--- src/hw/jta_pkg.sv ---
// constants, state encodings and carrier types of the test access block
// assumes a single 40 MHz system clock; every other rate is sampled on it
// Overview of operation
// - one standard boundary-scan port for I/O pins
// - instruction register 4 bits, data register 32
// - path onward to chip port reaching tile
// - test reset held low keeps logic reset
// - identity word: version, part, maker, bit0 one
// - user word: user id, unused, silicon revision
// - user id copies security bits 22 to 31
// - global reset active low, asserts asynchronously
// - boot only after PLL lock returns
// - security bit 0 disables tile access path
// - security bit 13 blocks fuse memory access
package jta_pkg;

	// timing
	localparam int CLK_PERIOD_NS = 25;                  // system clock period
	localparam int RST_HOLD_NS   = 100;                 // least reset hold by the far side
	localparam int RST_HOLD_CYC  = (RST_HOLD_NS + CLK_PERIOD_NS - 1) / CLK_PERIOD_NS;
	localparam int SUPPLY_WAIT_US = 1000;               // far-side release delay, not counted here

	// register widths
	localparam int IR_LEN = 4;                          // instruction register length
	localparam int DR_LEN = 32;                         // data register length

	// instruction codes
	localparam logic [IR_LEN-1:0] IR_EXTEST   = 4'h0;   // drive pins from boundary cells
	localparam logic [IR_LEN-1:0] IR_IDCODE   = 4'h1;   // identity word
	localparam logic [IR_LEN-1:0] IR_USERCODE = 4'h2;   // user word
	localparam logic [IR_LEN-1:0] IR_SAMPLE   = 4'h3;   // sample / preload boundary cells
	localparam logic [IR_LEN-1:0] IR_CHIP     = 4'h4;   // onward chip port to tile
	localparam logic [IR_LEN-1:0] IR_OTP      = 4'h5;   // fuse memory access port
	localparam logic [IR_LEN-1:0] IR_BYPASS   = 4'hf;   // one-bit bypass
	localparam logic [IR_LEN-1:0] IR_CAPTURE  = 4'h1;   // pattern loaded in capture-ir
	localparam logic [IR_LEN-1:0] IR_RESET    = 4'h1;   // instruction after test reset

	// word layouts
	localparam int UID_LSB = 22;                        // user id low bit, word and security
	localparam int UID_MSB = 31;                        // user id high bit
	localparam int REV_MSB = 7;                         // silicon revision occupies [7:0]
	localparam int VER_LSB = 28;                        // identity version field [31:28]
	localparam int PART_LSB = 12;                       // identity part field [27:12]
	localparam int MAKER_LSB = 1;                       // identity maker field [11:1]

	// security register bits
	localparam int SEC_JTAG_OFF     = 0;                // tile path disabled
	localparam int SEC_OTP_BOOT     = 5;                // boot from fuse memory
	localparam int SEC_JTAG_OTP_OFF = 13;               // fuse memory path disabled

	// reset values
	localparam logic [DR_LEN-1:0] WORD_RESET = 32'h0000_0000;

	// test access states, one-hot
	typedef enum logic [15:0] {
		TS_RESET      = 16'h0001,
		TS_IDLE       = 16'h0002,
		TS_SEL_DR     = 16'h0004,
		TS_CAP_DR     = 16'h0008,
		TS_SHIFT_DR   = 16'h0010,
		TS_EXIT1_DR   = 16'h0020,
		TS_PAUSE_DR   = 16'h0040,
		TS_EXIT2_DR   = 16'h0080,
		TS_UPD_DR     = 16'h0100,
		TS_SEL_IR     = 16'h0200,
		TS_CAP_IR     = 16'h0400,
		TS_SHIFT_IR   = 16'h0800,
		TS_EXIT1_IR   = 16'h1000,
		TS_PAUSE_IR   = 16'h2000,
		TS_EXIT2_IR   = 16'h4000,
		TS_UPD_IR     = 16'h8000
	} jta_tap_state_t;

	// boot sequencing states, one-hot
	typedef enum logic [2:0] {
		BS_HELD = 3'h1,
		BS_LOCK = 3'h2,
		BS_RUN  = 3'h4
	} jta_boot_state_t;

	// pins sampled from outside the clock domain
	typedef struct packed {
		logic tck;
		logic tms;
		logic tdi;
		logic trst_n;
		logic pll_lock;
	} jta_pins_t;

	// one-cycle strobes of the data-register path
	typedef struct packed {
		logic capture;
		logic shift;
		logic update;
	} jta_dr_ctl_t;

endpackage

--- src/hw/jta_scan_port.sv ---
// one 32-bit scan register with capture, shift and update
// assumes strobes are one-cycle pulses on the system clock
`timescale 1ns/1ps
module jta_scan_port #(
	parameter int W = 32
) (
	// clock and reset
	input  wire logic                 clk_i,
	input  wire logic                 rst_n_i,
	input  wire logic                 clr_i,
	// control
	input  wire logic                 sel_i,
	input  wire jta_pkg::jta_dr_ctl_t ctl_i,
	input  wire logic                 tdi_i,
	input  wire logic [W-1:0]         cap_word_i,
	// results
	output logic                      so_o,
	output logic [W-1:0]              upd_word_o,
	output logic                      upd_stb_o
);
	logic [W-1:0] sr;                       // shift stage

	// capture parallel word, then shift toward bit 0
	always_ff @(posedge clk_i) begin
		if (!rst_n_i || clr_i) begin
			sr <= '0;
		end else if (sel_i && ctl_i.capture) begin
			sr <= cap_word_i;
		end else if (sel_i && ctl_i.shift) begin
			sr <= {tdi_i, sr[W-1:1]};
		end
	end

	// update latch holds until the next update or a clear, so the far side sees a stable word
	always_ff @(posedge clk_i) begin
		if (!rst_n_i || clr_i) begin
			upd_word_o <= '0;
			upd_stb_o  <= 1'b0;
		end else begin
			upd_stb_o <= sel_i && ctl_i.update;
			if (sel_i && ctl_i.update) begin
				upd_word_o <= sr;
			end
		end
	end

	assign so_o = sr[0];
endmodule

--- src/hw/jta_top.sv ---
// test access port with onward chip and fuse paths plus global reset sequencing
// assumes pin inputs are asynchronous; tile, security and pin words are on CLK_I
`timescale 1ns/1ps
module jta_top #(
	parameter int              NPINS      = 8,        // boundary cells
	parameter logic [3:0]      ID_VERSION = 4'h0,     // arbitrary value
	parameter logic [15:0]     ID_PART    = 16'h1234, // arbitrary value
	parameter logic [10:0]     ID_MAKER   = 11'h0a5,  // arbitrary value
	parameter logic [7:0]      SILICON_REV = 8'h01    // arbitrary value
) (
	// clock and reset
	input  wire logic              CLK_I,
	input  wire logic              RST_N_I,
	// test pins
	input  wire logic              TCK_I,
	input  wire logic              TMS_I,
	input  wire logic              TDI_I,
	input  wire logic              TRST_N_I,
	output logic                   TDO_O,
	output logic                   TDO_OE_O,
	// global reset and boot
	input  wire logic              CHIP_RST_N_I,
	input  wire logic              PLL_LOCK_I,
	output logic                   CORE_RST_N_O,
	output logic                   BOOT_START_O,
	output logic                   BOOT_FROM_OTP_O,
	// security word of the first tile
	input  wire logic [31:0]       SEC_REG_I,
	// tile debug path
	input  wire logic [31:0]       TILE_STATUS_I,
	output logic      [31:0]       TILE_CMD_O,
	output logic                   TILE_CMD_STB_O,
	// fuse memory path
	input  wire logic [31:0]       OTP_RDATA_I,
	output logic      [31:0]       OTP_CMD_O,
	output logic                   OTP_CMD_STB_O,
	// boundary cells
	input  wire logic [NPINS-1:0]  PIN_IN_I,
	output logic      [NPINS-1:0]  PIN_DRIVE_O,
	output logic                   EXTEST_O
);
	jta_pkg::jta_pins_t       raw_pins;     // pins as they arrive
	jta_pkg::jta_pins_t       s1, s2, s3;   // three-stage sampler
	jta_pkg::jta_pins_t       pins;         // filtered pin levels
	logic                     tck_q;        // last filtered clock level
	logic                     tck_rise;     // test clock rising edge
	logic                     tck_fall;     // test clock falling edge
	logic                     test_clr;     // test reset held
	jta_pkg::jta_tap_state_t  state;        // test access state
	jta_pkg::jta_tap_state_t  next_state;
	logic [3:0]               ir_sr;        // instruction shift stage
	logic [3:0]               ir;           // current instruction
	logic [31:0]              dr;           // identity / user shift stage
	logic                     bypass;       // bypass cell
	logic [NPINS-1:0]         bsr;          // boundary shift stage
	jta_pkg::jta_dr_ctl_t     ctl;          // data-register strobes
	logic                     tile_ok;      // tile path allowed
	logic                     otp_ok;       // fuse path allowed
	logic                     sel_chip;
	logic                     sel_otp;
	logic                     chip_so;
	logic                     otp_so;
	logic                     dr_so;        // selected data-register output
	logic [31:0]              id_word;
	logic [31:0]              user_word;
	logic                     rst_meta;     // global reset synchroniser
	logic                     rst_sync;
	jta_pkg::jta_boot_state_t boot;

	assign raw_pins = '{tck: TCK_I, tms: TMS_I, tdi: TDI_I, trst_n: TRST_N_I,
		pll_lock: PLL_LOCK_I};

	// three flops per pin; a level is taken only when the last two agree
	always_ff @(posedge CLK_I) begin
		if (!RST_N_I) begin
			s1   <= '0;
			s2   <= '0;
			s3   <= '0;
			pins <= '0;
		end else begin
			s1 <= raw_pins;
			s2 <= s1;
			s3 <= s2;
			for (int i = 0; i < $bits(jta_pkg::jta_pins_t); i++) begin
				if (s2[i] == s3[i]) begin
					pins[i] <= s3[i];
				end
			end
		end
	end

	// test clock edge finder; all test state moves only here
	always_ff @(posedge CLK_I) begin
		if (!RST_N_I) begin
			tck_q <= 1'b0;
		end else begin
			tck_q <= pins.tck;
		end
	end
	assign tck_rise = pins.tck && !tck_q;
	assign tck_fall = !pins.tck && tck_q;
	assign test_clr = !pins.trst_n;

	// state walk of the boundary-scan controller
	always_comb begin
		next_state = state;
		case (state)
			jta_pkg::TS_RESET:    next_state = pins.tms ? jta_pkg::TS_RESET : jta_pkg::TS_IDLE;
			jta_pkg::TS_IDLE:     next_state = pins.tms ? jta_pkg::TS_SEL_DR : jta_pkg::TS_IDLE;
			jta_pkg::TS_SEL_DR:   next_state = pins.tms ? jta_pkg::TS_SEL_IR : jta_pkg::TS_CAP_DR;
			jta_pkg::TS_CAP_DR:   next_state = pins.tms ? jta_pkg::TS_EXIT1_DR : jta_pkg::TS_SHIFT_DR;
			jta_pkg::TS_SHIFT_DR: next_state = pins.tms ? jta_pkg::TS_EXIT1_DR : jta_pkg::TS_SHIFT_DR;
			jta_pkg::TS_EXIT1_DR: next_state = pins.tms ? jta_pkg::TS_UPD_DR : jta_pkg::TS_PAUSE_DR;
			jta_pkg::TS_PAUSE_DR: next_state = pins.tms ? jta_pkg::TS_EXIT2_DR : jta_pkg::TS_PAUSE_DR;
			jta_pkg::TS_EXIT2_DR: next_state = pins.tms ? jta_pkg::TS_UPD_DR : jta_pkg::TS_SHIFT_DR;
			jta_pkg::TS_UPD_DR:   next_state = pins.tms ? jta_pkg::TS_SEL_DR : jta_pkg::TS_IDLE;
			jta_pkg::TS_SEL_IR:   next_state = pins.tms ? jta_pkg::TS_RESET : jta_pkg::TS_CAP_IR;
			jta_pkg::TS_CAP_IR:   next_state = pins.tms ? jta_pkg::TS_EXIT1_IR : jta_pkg::TS_SHIFT_IR;
			jta_pkg::TS_SHIFT_IR: next_state = pins.tms ? jta_pkg::TS_EXIT1_IR : jta_pkg::TS_SHIFT_IR;
			jta_pkg::TS_EXIT1_IR: next_state = pins.tms ? jta_pkg::TS_UPD_IR : jta_pkg::TS_PAUSE_IR;
			jta_pkg::TS_PAUSE_IR: next_state = pins.tms ? jta_pkg::TS_EXIT2_IR : jta_pkg::TS_PAUSE_IR;
			jta_pkg::TS_EXIT2_IR: next_state = pins.tms ? jta_pkg::TS_UPD_IR : jta_pkg::TS_SHIFT_IR;
			jta_pkg::TS_UPD_IR:   next_state = pins.tms ? jta_pkg::TS_SEL_DR : jta_pkg::TS_IDLE;
			default:              next_state = jta_pkg::TS_RESET;
		endcase
	end

	// controller state; a held test reset pins it in reset
	always_ff @(posedge CLK_I) begin
		if (!RST_N_I || test_clr) begin
			state <= jta_pkg::TS_RESET;
		end else if (tck_rise) begin
			state <= next_state;
		end
	end

	// instruction path, 4 bits
	always_ff @(posedge CLK_I) begin
		if (!RST_N_I || test_clr || state == jta_pkg::TS_RESET) begin
			ir_sr <= jta_pkg::IR_RESET;
			ir    <= jta_pkg::IR_RESET;
		end else if (tck_rise && state == jta_pkg::TS_CAP_IR) begin
			ir_sr <= jta_pkg::IR_CAPTURE;
		end else if (tck_rise && state == jta_pkg::TS_SHIFT_IR) begin
			ir_sr <= {pins.tdi, ir_sr[3:1]};
		end else if (tck_fall && state == jta_pkg::TS_UPD_IR) begin
			ir <= ir_sr;
		end
	end

	// data strobes: capture and shift on rise, update on fall
	assign ctl.capture = tck_rise && state == jta_pkg::TS_CAP_DR;
	assign ctl.shift   = tck_rise && state == jta_pkg::TS_SHIFT_DR;
	assign ctl.update  = tck_fall && state == jta_pkg::TS_UPD_DR;

	// security gating of the inner paths
	assign tile_ok  = !SEC_REG_I[jta_pkg::SEC_JTAG_OFF];
	assign otp_ok   = tile_ok && !SEC_REG_I[jta_pkg::SEC_JTAG_OTP_OFF];
	assign sel_chip = ir == jta_pkg::IR_CHIP && tile_ok;
	assign sel_otp  = ir == jta_pkg::IR_OTP && otp_ok;

	// fixed words
	assign id_word = {ID_VERSION, ID_PART, ID_MAKER, 1'b1};
	assign user_word = {SEC_REG_I[jta_pkg::UID_MSB:jta_pkg::UID_LSB],
		14'h0000, SILICON_REV};

	// identity, user and bypass cells; a blocked path falls back to bypass
	always_ff @(posedge CLK_I) begin
		if (!RST_N_I || test_clr) begin
			dr     <= jta_pkg::WORD_RESET;
			bypass <= 1'b0;
		end else if (ctl.capture) begin
			bypass <= 1'b0;
			case (ir)
				jta_pkg::IR_IDCODE:   dr <= id_word;
				jta_pkg::IR_USERCODE: dr <= user_word;
				default:              dr <= jta_pkg::WORD_RESET;
			endcase
		end else if (ctl.shift) begin
			dr     <= {pins.tdi, dr[31:1]};
			bypass <= pins.tdi;
		end
	end

	// boundary cells: capture pins, update drive word
	always_ff @(posedge CLK_I) begin
		if (!RST_N_I || test_clr) begin
			bsr         <= '0;
			PIN_DRIVE_O <= '0;
			EXTEST_O    <= 1'b0;
		end else begin
			EXTEST_O <= ir == jta_pkg::IR_EXTEST;
			if (ir == jta_pkg::IR_EXTEST || ir == jta_pkg::IR_SAMPLE) begin
				if (ctl.capture) begin
					bsr <= PIN_IN_I;
				end else if (ctl.shift) begin
					bsr <= {pins.tdi, bsr[NPINS-1:1]};
				end else if (ctl.update) begin
					PIN_DRIVE_O <= bsr;
				end
			end
		end
	end

	// onward chip port toward the tile
	jta_scan_port #(.W(jta_pkg::DR_LEN)) u_chip (
		.clk_i      (CLK_I),
		.rst_n_i    (RST_N_I),
		.clr_i      (test_clr),
		.sel_i      (sel_chip),
		.ctl_i      (ctl),
		.tdi_i      (pins.tdi),
		.cap_word_i (TILE_STATUS_I),
		.so_o       (chip_so),
		.upd_word_o (TILE_CMD_O),
		.upd_stb_o  (TILE_CMD_STB_O)
	);

	// fuse memory port
	jta_scan_port #(.W(jta_pkg::DR_LEN)) u_otp (
		.clk_i      (CLK_I),
		.rst_n_i    (RST_N_I),
		.clr_i      (test_clr),
		.sel_i      (sel_otp),
		.ctl_i      (ctl),
		.tdi_i      (pins.tdi),
		.cap_word_i (OTP_RDATA_I),
		.so_o       (otp_so),
		.upd_word_o (OTP_CMD_O),
		.upd_stb_o  (OTP_CMD_STB_O)
	);

	// data output select
	always_comb begin
		case (ir)
			jta_pkg::IR_IDCODE,
			jta_pkg::IR_USERCODE: dr_so = dr[0];
			jta_pkg::IR_EXTEST,
			jta_pkg::IR_SAMPLE:   dr_so = bsr[0];
			jta_pkg::IR_CHIP:     dr_so = sel_chip ? chip_so : bypass;
			jta_pkg::IR_OTP:      dr_so = sel_otp ? otp_so : bypass;
			default:              dr_so = bypass;
		endcase
	end

	// test data out changes on the falling edge, driven only while shifting
	always_ff @(posedge CLK_I) begin
		if (!RST_N_I || test_clr) begin
			TDO_O    <= 1'b0;
			TDO_OE_O <= 1'b0;
		end else if (tck_fall) begin
			TDO_O    <= state == jta_pkg::TS_SHIFT_IR ? ir_sr[0] : dr_so;
			TDO_OE_O <= state == jta_pkg::TS_SHIFT_IR || state == jta_pkg::TS_SHIFT_DR;
		end
	end

	// global reset: asserts at once, releases through two flops
	always_ff @(posedge CLK_I or negedge CHIP_RST_N_I) begin
		if (!CHIP_RST_N_I) begin
			rst_meta <= 1'b0;
			rst_sync <= 1'b0;
		end else begin
			rst_meta <= 1'b1;
			rst_sync <= rst_meta;
		end
	end

	// boot sequencing; core reset also drops asynchronously
	always_ff @(posedge CLK_I or negedge CHIP_RST_N_I) begin
		if (!CHIP_RST_N_I) begin
			boot            <= jta_pkg::BS_HELD;
			CORE_RST_N_O    <= 1'b0;
			BOOT_START_O    <= 1'b0;
			BOOT_FROM_OTP_O <= 1'b0;
		end else if (!RST_N_I || !rst_sync) begin
			boot            <= jta_pkg::BS_HELD;
			CORE_RST_N_O    <= 1'b0;
			BOOT_START_O    <= 1'b0;
			BOOT_FROM_OTP_O <= 1'b0;
		end else begin
			BOOT_START_O <= 1'b0;
			case (boot)
				jta_pkg::BS_HELD: boot <= jta_pkg::BS_LOCK;
				jta_pkg::BS_LOCK: begin
					// lock may lag the release by a long time; nothing starts before it
					if (pins.pll_lock) begin
						boot            <= jta_pkg::BS_RUN;
						CORE_RST_N_O    <= 1'b1;
						BOOT_START_O    <= 1'b1;
						BOOT_FROM_OTP_O <= SEC_REG_I[jta_pkg::SEC_OTP_BOOT];
					end
				end
				jta_pkg::BS_RUN:  boot <= jta_pkg::BS_RUN;
				default:          boot <= jta_pkg::BS_HELD;
			endcase
		end
	end
endmodule

--- config.mk ---
export PLATFORM = sky130hd
export DESIGN_NAME = jta_top
export DESIGN_NICKNAME = d
export VERILOG_FILES = /design/src/hw/jta_pkg.sv /design/src/hw/jta_scan_port.sv /design/src/hw/jta_top.sv
export SDC_FILE = /design/constraint.sdc
export NUM_CORES = 1
export LEC_CHECK = 0
export BUFFER_PORTS_ARGS = -buffer_cell sky130_fd_sc_hd__buf_2
export CAP_MARGIN = 20
export CORE_MARGIN = 10
export CORE_UTILIZATION = 55
export CTS_CLUSTER_SIZE = 24
export DETAILED_ROUTE_END_ITERATION = 8
export GPL_TIMING_DRIVEN = 0
export PLACE_DENSITY = 0.8
export SLEW_MARGIN = 15
export SYNTH_ARGS = -nofsm -noshare
export SYNTH_HDL_FRONTEND = slang
export SYNTH_SLANG_ARGS = --single-unit
--- constraint.sdc ---
create_clock -name CLK_I -period 2.7 [get_ports CLK_I]
set_input_delay 0 -clock CLK_I [delete_from_list [all_inputs] [get_ports CLK_I]]
set_output_delay 0 -clock CLK_I [all_outputs]
set_load 0.005 [all_outputs]
==> flow_summary.json, run 1 <==
{
  "critPathMaxFanout": 10,
  "synth.avg_cell_area_um2": 8.45,
  "vias": 9701,
  "seq_area_frac_synth": 0.509,
  "finalWirelength_um": 30700,
  "die_h_um": 150,
  "drc_errors": 0,
  "setup_viol": 0,
  "final_common_cell": "dfxtp_1",
  "multi_input_area_um2": 4340,
  "initial_utilization": 0.562,
  "grt_pass1_vias": 9290,
  "ys_top_cells_by_area": "dfxtp_1 (49%), a21oi_1 (9.3%), nand2_1 (7.5%), o21ai_0 (5.2%), o22ai_1 (4.0%)",
  "dieArea_um2": 22600,
  "syn_to_final_growth_pct": 32.0,
  "cts_tree": "yes",
  "ioPinCount": 192,
  "hp-class": "input pin to flip-flop",
  "synth_top_area_cell": "dfxtp_1",
  "yosysTopAreaCellShare": 0.487,
  "synth_compound_area_frac": 0.229,
  "synth_seq_cells": 235,
  "cts_buffer_depth": 3,
  "num_rows": 47,
  "clock-root-buffer": "clkbuf_16",
  "drive_above_1_share": 0.186,
  "synth_warnings": 0,
  "status": "finished, final reports clean",
  "routed_via_density": 5.93,
  "fin_ws_ns": 0.0643,
  "dp_slack_ns": -0.184,
  "grt_use_total": 0.261,
  "drt-initial-drc-count": 767,
  "first_pass_iters": 7,
  "fin_crit_sh": 0.976,
  "coreArea_um2": 16600,
  "syn_area_um2": 9330,
  "synth_edf_count": 0,
  "finalHoldViolCount": 0,
  "syn_nets": 1215,
  "clock-sinks": 235,
  "grt_overflow": 0,
  "max-vdd-ir-drop_mv": 0.562,
  "antenna_found_initial": 1,
  "layoutNonFillerInstCount": 1635,
  "htreeDepth": 1,
  "drv_slew": 0,
  "layout_common_cells": "dfxtp_1 (227), nand2_1 (185), buf_2 (183)",
  "yosys.cell_types.count": 62,
  "finClkSkew_ns": 0.0158,
  "max_freq_mhz": 379,
  "cts_inserted_buffers": 24,
  "ant_nets": 0,
  "drv_cap": 0,
  "synth_fa_ha_area_frac": 0,
  "grt_pass1_wl_um": 48600,
  "muxShareOfSynthArea": 0.0311,
  "die_x_um": 150,
  "dp_cells": 1494,
  "synth_ff_type": "dfxtp_1",
  "fillers": 1225,
  "nNetsFinal": 1514,
  "powerDensity_nw_per_um2": 549,
  "synth_top_family_by_area": "compound AO/OA/AOI/OAI gates",
  "gp_congestion": 0.949,
  "critPathArrivalTime_ns": 3.01,
  "wl_per_cell_um": 18.8,
  "register_area_um2": 4750,
  "synthArstFlopShare": 0.0340,
  "clkLatencyLatePin_ns": 0.53,
  "rsz0062_at_grt": "false",
  "tightest_slew_ns": 0.766,
  "grt_max_degree": 14,
  "leakage_nw": 4.62,
  "holdWs_ns": 0.175,
  "synth_cells": 1103,
  "synthSimpleGateAreaFrac": 0.182,
  "synth_xor_area_frac": 0.00939,
  "maxSlewHeadroom": 0.483,
  "required_ns": 3.08,
  "crit_type": "flip-flop to flip-flop",
  "cp-end-kind": "flip-flop",
  "start_kind": "flip-flop",
  "fin_setup_tns_ns": 0,
  "clkSlewWorstSetupHoldPaths_ns": 0.06,
  "dp_hpwl_um": 20100,
  "min_period_ns": 2.64,
  "io_buffers": 170
}
[synth_stat cells (2+ instances only)]
master	instances
nand3_1	18
or4_1	5
nand2b_1	4
or4b_1	2
nor3_1	15
xor2_1	5
nand4_1	6
nor4_2	2
or3_1	2
nand3b_1	2
nor4b_1	5
xnor2_1	5
o2111ai_1	2
dfxtp_1	227
a21oi_1	174
nor2_1	50
mux2i_1	29
a211oi_1	6
buf_2	14
nor4_1	6
a21boi_0	5
buf_4	2
buf_1	2
or4b_2	2
a22oi_1	20
o41ai_1	2
clkbuf_1	69
o21ai_1	2
nand2_1	186
and2_1	18
o21ai_0	96
a32oi_1	4
inv_1	4
o22ai_1	59
dfrtp_1	7
a31oi_1	3
nor2b_1	7
nor3_2	5
and3_1	8
[routing by layer]
layer	track usage	wire [um]
met5	0	0
met3	0.0453	2630
met4	0.128	1340
met2	0.424	14500
met1	0.331	12200
[sequential cells by signal, indices dropped and copies added, names as in the netlist, 3 cells and up]
register           flops
dr                    32
u_chip.sr             32
u_chip.upd_word_o     32
u_otp.sr              32
u_otp.upd_word_o      32
state                 16
PIN_DRIVE_O            8
bsr                    8
pins                   5
s1                     5
s2                     5
s3                     5
ir                     4
ir_sr                  4
boot                   3
[layout make-up]
type	instances	area share
tap	220	0.0224
inverter	4	0.00122
antenna	2	0.000407
multi-input combinational	777	0.353
clock inverter	3	0.00417
timing repair buffer	273	0.151
buffer	87	0.0297
clock buffer	34	0.0527
sequential	235	0.386
[kinds of logic after synthesis]
family | count (synthesis)
compound gates | 382
xor+xnor | 10
buf+inv | 91
flops | 235
mux | 29
other cells | 1
simple gates | 355
[where the power goes]
part,leakage (nW),switching (mW),internal [mW]
sequential,1.93,0.00747,3.48
clock,0.339,1.30,1.75
combinational,2.35,0.0735,0.144
[worst max-delay path, cell delays in order (launching register included)]
cell	delay, ns
dfxtp_1	0.33
clkbuf_1	0.25
or4b_2	0.75
nor2_2	0.20
nand2_1	0.13
buf_2	0.23
clkbuf_2	0.23
o22ai_1	0.23
a21oi_1	0.14
[metrics by stage]
stage,power [mW],utilization,area [um2]
3_3_place_gp,3.67,0.630,10500
2_1_floorplan,3.58,-,9330
4_1_cts,6.76,0.732,12100
3_5_place_dp,3.67,0.631,10500
5_1_grt,6.92,0.742,12300
6_report,6.76,0.742,12300
[repair_timing]
action | in CTS | in global routing
pin swaps | 0 | 2
buffers inserted | 0 | 8
resized for setup | 5 | 35
hold endpoints to repair | 103 | 0
setup endpoints to repair | 120 | 147
hold buffers | 94 | 0
[final timing paths]
kind / from / cells past startpoint / slack [ns] / end
worst max-delay path: state[5]$_SDFFE_PP0P_ / 8 / 0.06 / u_otp.sr[24]$_SDFFE_PP0P_
worst min-delay path: SEC_REG_I[0] / 4 / 0.18 / u_otp.sr[31]$_SDFFE_PP0P_
worst max register to register: state[5]$_SDFFE_PP0P_ / 8 / 0.06 / u_otp.sr[24]$_SDFFE_PP0P_
worst min register to register: rst_meta$_DFF_PN0_ / 0 / 0.35 / rst_sync$_DFF_PN0_
max in group asynchronous: CHIP_RST_N_I / 4 / 1.50 / BOOT_START_O$_DFF_PN0_
min in group asynchronous: CHIP_RST_N_I / 3 / 0.49 / boot[0]$_DFFE_PN1P_
(Power assumes the default switching activity.)
==> run 2: changes to the inputs <==
--- a/config.mk
+++ b/config.mk
@@ -16,4 +16,5 @@
 export SLEW_MARGIN = 15
 export SYNTH_ARGS = -nofsm -noshare
 export SYNTH_HDL_FRONTEND = slang
+export SYNTH_HIERARCHICAL = 1
 export SYNTH_SLANG_ARGS = --single-unit
==> run 2 against run 1 <==
- flip-flop and latch count unchanged
- largest cell class unchanged
- worst setup slack worse by 0.044 ns
- final cell count increased by 0.61%
- combinational power barely moved
- critical endpoint is now u_otp/sr[11]$_SDFFE_PP0P_
- die area rose by 0.89%
- first-iteration DRC count up 26%
- critical path type unchanged
- sequential share of layout area down 1.9 points
==> flow_summary.json, run 2 <==
{
  "leakage_nw": 5.10,
  "hp-class": "input pin to flip-flop",
  "synth.avg_cell_area_um2": 8.64,
  "dp_cells": 1483,
  "synth_top_area_cell": "dfxtp_1",
  "max_freq_mhz": 373,
  "layoutNonFillerInstCount": 1645,
  "postLayoutCellArea_um2": 13000,
  "synth_edf_count": 0,
  "syn_nets": 1203,
  "layout_common_cells": "dfxtp_1 (221), buf_2 (186), nor2_1 (178)",
  "required_ns": 3.14,
  "grt_pass1_vias": 9014,
  "rsz0062_at_grt": "true",
  "clkLatencyLatePin_ns": 0.51,
  "dieArea_um2": 22800,
  "max-vdd-ir-drop_mv": 0.563,
  "grt_overflow": 0,
  "yosys.cell_types.count": 65,
  "finClkSkew_ns": 0.0111,
  "clock-sinks": 235,
  "ant_nets": 0,
  "initial_utilization": 0.564,
  "synth_cells": 1091,
  "seq_area_frac_synth": 0.504,
  "coreArea_um2": 16700,
  "reg2reg_slack_ns": 0.02,
  "syn_to_final_growth_pct": 37.9,
  "finalHoldViolCount": 0,
  "min_period_ns": 2.68,
  "synth_warnings": 6,
  "final_common_cell": "dfxtp_1",
  "yosysTopAreaCellShare": 0.482,
  "fin_util": 0.778,
  "fin_crit_sh": 0.992,
  "maxSlewHeadroom": 0.441,
  "antenna_found_initial": 2,
  "first_pass_iters": 5,
  "start_kind": "flip-flop",
  "gp_congestion": 0.897,
  "clock-root-buffer": "clkbuf_16",
  "synth.most_common_cell": "dfxtp_1",
  "hold_start": "SEC_REG_I[13]",
  "crit_chain": "or4_4 > nor3_4 > or4b_4 > inv_8 > buf_12 > o21a_4 > clkbuf_16 > o221ai_1 > nor2_1",
  "clkSlewWorstSetupHoldPaths_ns": 0.06,
  "drt-initial-drc-count": 965,
  "reg2reg_from": "state[4]$_SDFFE_PP0P_",
  "nNetsFinal": 1518,
  "powerDensity_nw_per_um2": 532,
  "cts_buffer_depth": 3,
  "critPathArrivalTime_ns": 3.12,
  "place_area_um2": 10600,
  "htreeDepth": 1,
  "io_buffers": 172,
  "drc_errors": 0,
  "grt_max_degree": 18,
  "dp_slack_ns": -0.769,
  "wl_per_cell_um": 18.3,
  "tightest_slew_ns": 0.832,
  "crit_type": "flip-flop to flip-flop",
  "synthArstFlopShare": 0.0340,
  "ioPinCount": 192,
  "vias": 9501,
  "dp_hpwl_um": 18200,
  "reg2reg_depth": 9,
  "critPathMaxFanout": 7,
  "synth_commonest_cells": "dfxtp_1 (227), nor2_1 (181), nand2_1 (178)",
  "routed_via_density": 5.78,
  "die_h_um": 151,
  "startpoint": "state[4]$_SDFFE_PP0P_",
  "status": "finished, final reports clean",
  "synth_ff_type": "dfxtp_1",
  "register_area_um2": 4760,
  "syn_area_um2": 9420,
  "grt_use_total": 0.241,
  "fin_ws_ns": 0.0207,
  "multi_input_area_um2": 4450,
  "setup_viol": 0,
  "slowest_delay_ns": 0.61,
  "drive_above_1_share": 0.255,
  "holdWs_ns": 0.0601,
  "grt_pass1_wl_um": 45700,
  "reg2reg_to": "u_otp/sr[11]$_SDFFE_PP0P_",
  "num_rows": 47,
  "slowest_stage": "or4_4",
  "synth_seq_cells": 235,
  "finalWirelength_um": 30000,
  "cts_tree": "yes",
  "whs_path_depth": 5,
  "die_x_um": 151,
  "cts_inserted_buffers": 24,
  "drv_slew": 0,
  "drv_cap": 0,
  "hold_end": "u_otp/sr[31]$_SDFFE_PP0P_",
  "fillers": 1088,
  "cp-end-kind": "flip-flop",
  "ys_top_cells_by_area": "dfxtp_1 (48%), nor2_1 (7.2%), nand2_1 (7.1%), o221ai_1 (5.9%), a21oi_1 (5.2%)"
}
## run 2: cell count changes after synthesis, sizes merged, moves of 8 or more
cell / change
o21ai: -73
a22oi: +8
mux2i: -12
buf: +35
a21oi: -69
o221ai: +64
nand2: -9
clkbuf: -39
nor2: +130
o22ai: -57
## run 2: layer usage
metal / global-route usage / share of wire
met1: 0.298 / 0.39
met2: 0.415 / 0.50
met3: 0.0433 / 0.083
met4: 0.0813 / 0.031
met5: 0 / 0
## run 2: worst max path at each step
stage,end,slack (ns),depth (start not counted)
after floorplan,u_chip/sr[10]$_SDFFE_PP0P_,0.09,12
after global placement,u_otp/sr[13]$_SDFFE_PP0P_,-0.73,9
after detailed placement,u_chip/sr[3]$_SDFFE_PP0P_,-0.77,9
after CTS,ir_sr[0]$_SDFFE_PP1N_,0.005,7
after global routing,u_otp/sr[5]$_SDFFE_PP0P_,-0.02,8
final,u_otp/sr[11]$_SDFFE_PP0P_,0.02,9
## run 2: layout make-up
type                            count  area share
Clock buffer                       36      0.0537
Clock inverter                      7     0.00482
Antenna cell                        2    0.000385
Tap cell                          220      0.0212
Buffer                             77      0.0441
Multi-Input combinational cell    764       0.342
Sequential cell                   235       0.367
Timing Repair Buffer              295       0.164
Inverter                            9     0.00318
## run 2: kinds of logic after synthesis
logic type,synth area share
xor+xnor,0.00651
buf+inv,0.0517
simple gates,0.228
other cells,0.000398
mux,0.0193
compound gates,0.190
flops,0.504
## run 2: timing repair
item,in CTS,in global routing
hold endpoints to repair,101,0
pin swaps,2,8
hold buffers,92,0
setup endpoints to repair,162,148
resized for setup,75,48
buffers inserted,9,9
gates cloned,6,7
## run 2: report_power, final
| part | switching [mW] | internal (mW) |
|---|---|---|
| logic | 0.0750 | 0.143 |
| clock network | 1.33 | 1.87 |
| registers | 0.00669 | 3.48 |
| total | 1.41 | 5.50 |
## run 2: stage by stage
| step | power, mW | TNS [ns] |
|---|---|---|
| final | 6.91 | 0 |
| after global placement | 3.67 | -70.86 |
| after global routing | 7.10 | -0.112 |
| after CTS | 6.93 | 0 |
| after floorplan | 3.58 | 0 |
| after detailed placement | 3.67 | -70.57 |
## run 2: critical path, delay by kind of cell (launching register included)
| kind | cells | cell delay (ns) |
|---|---|---|
| and+or+nand+nor | 4 | 1.41 |
| buffers and inverters | 3 | 0.45 |
| DFF | 1 | 0.36 |
| AOI/OAI and AO/OA | 2 | 0.36 |
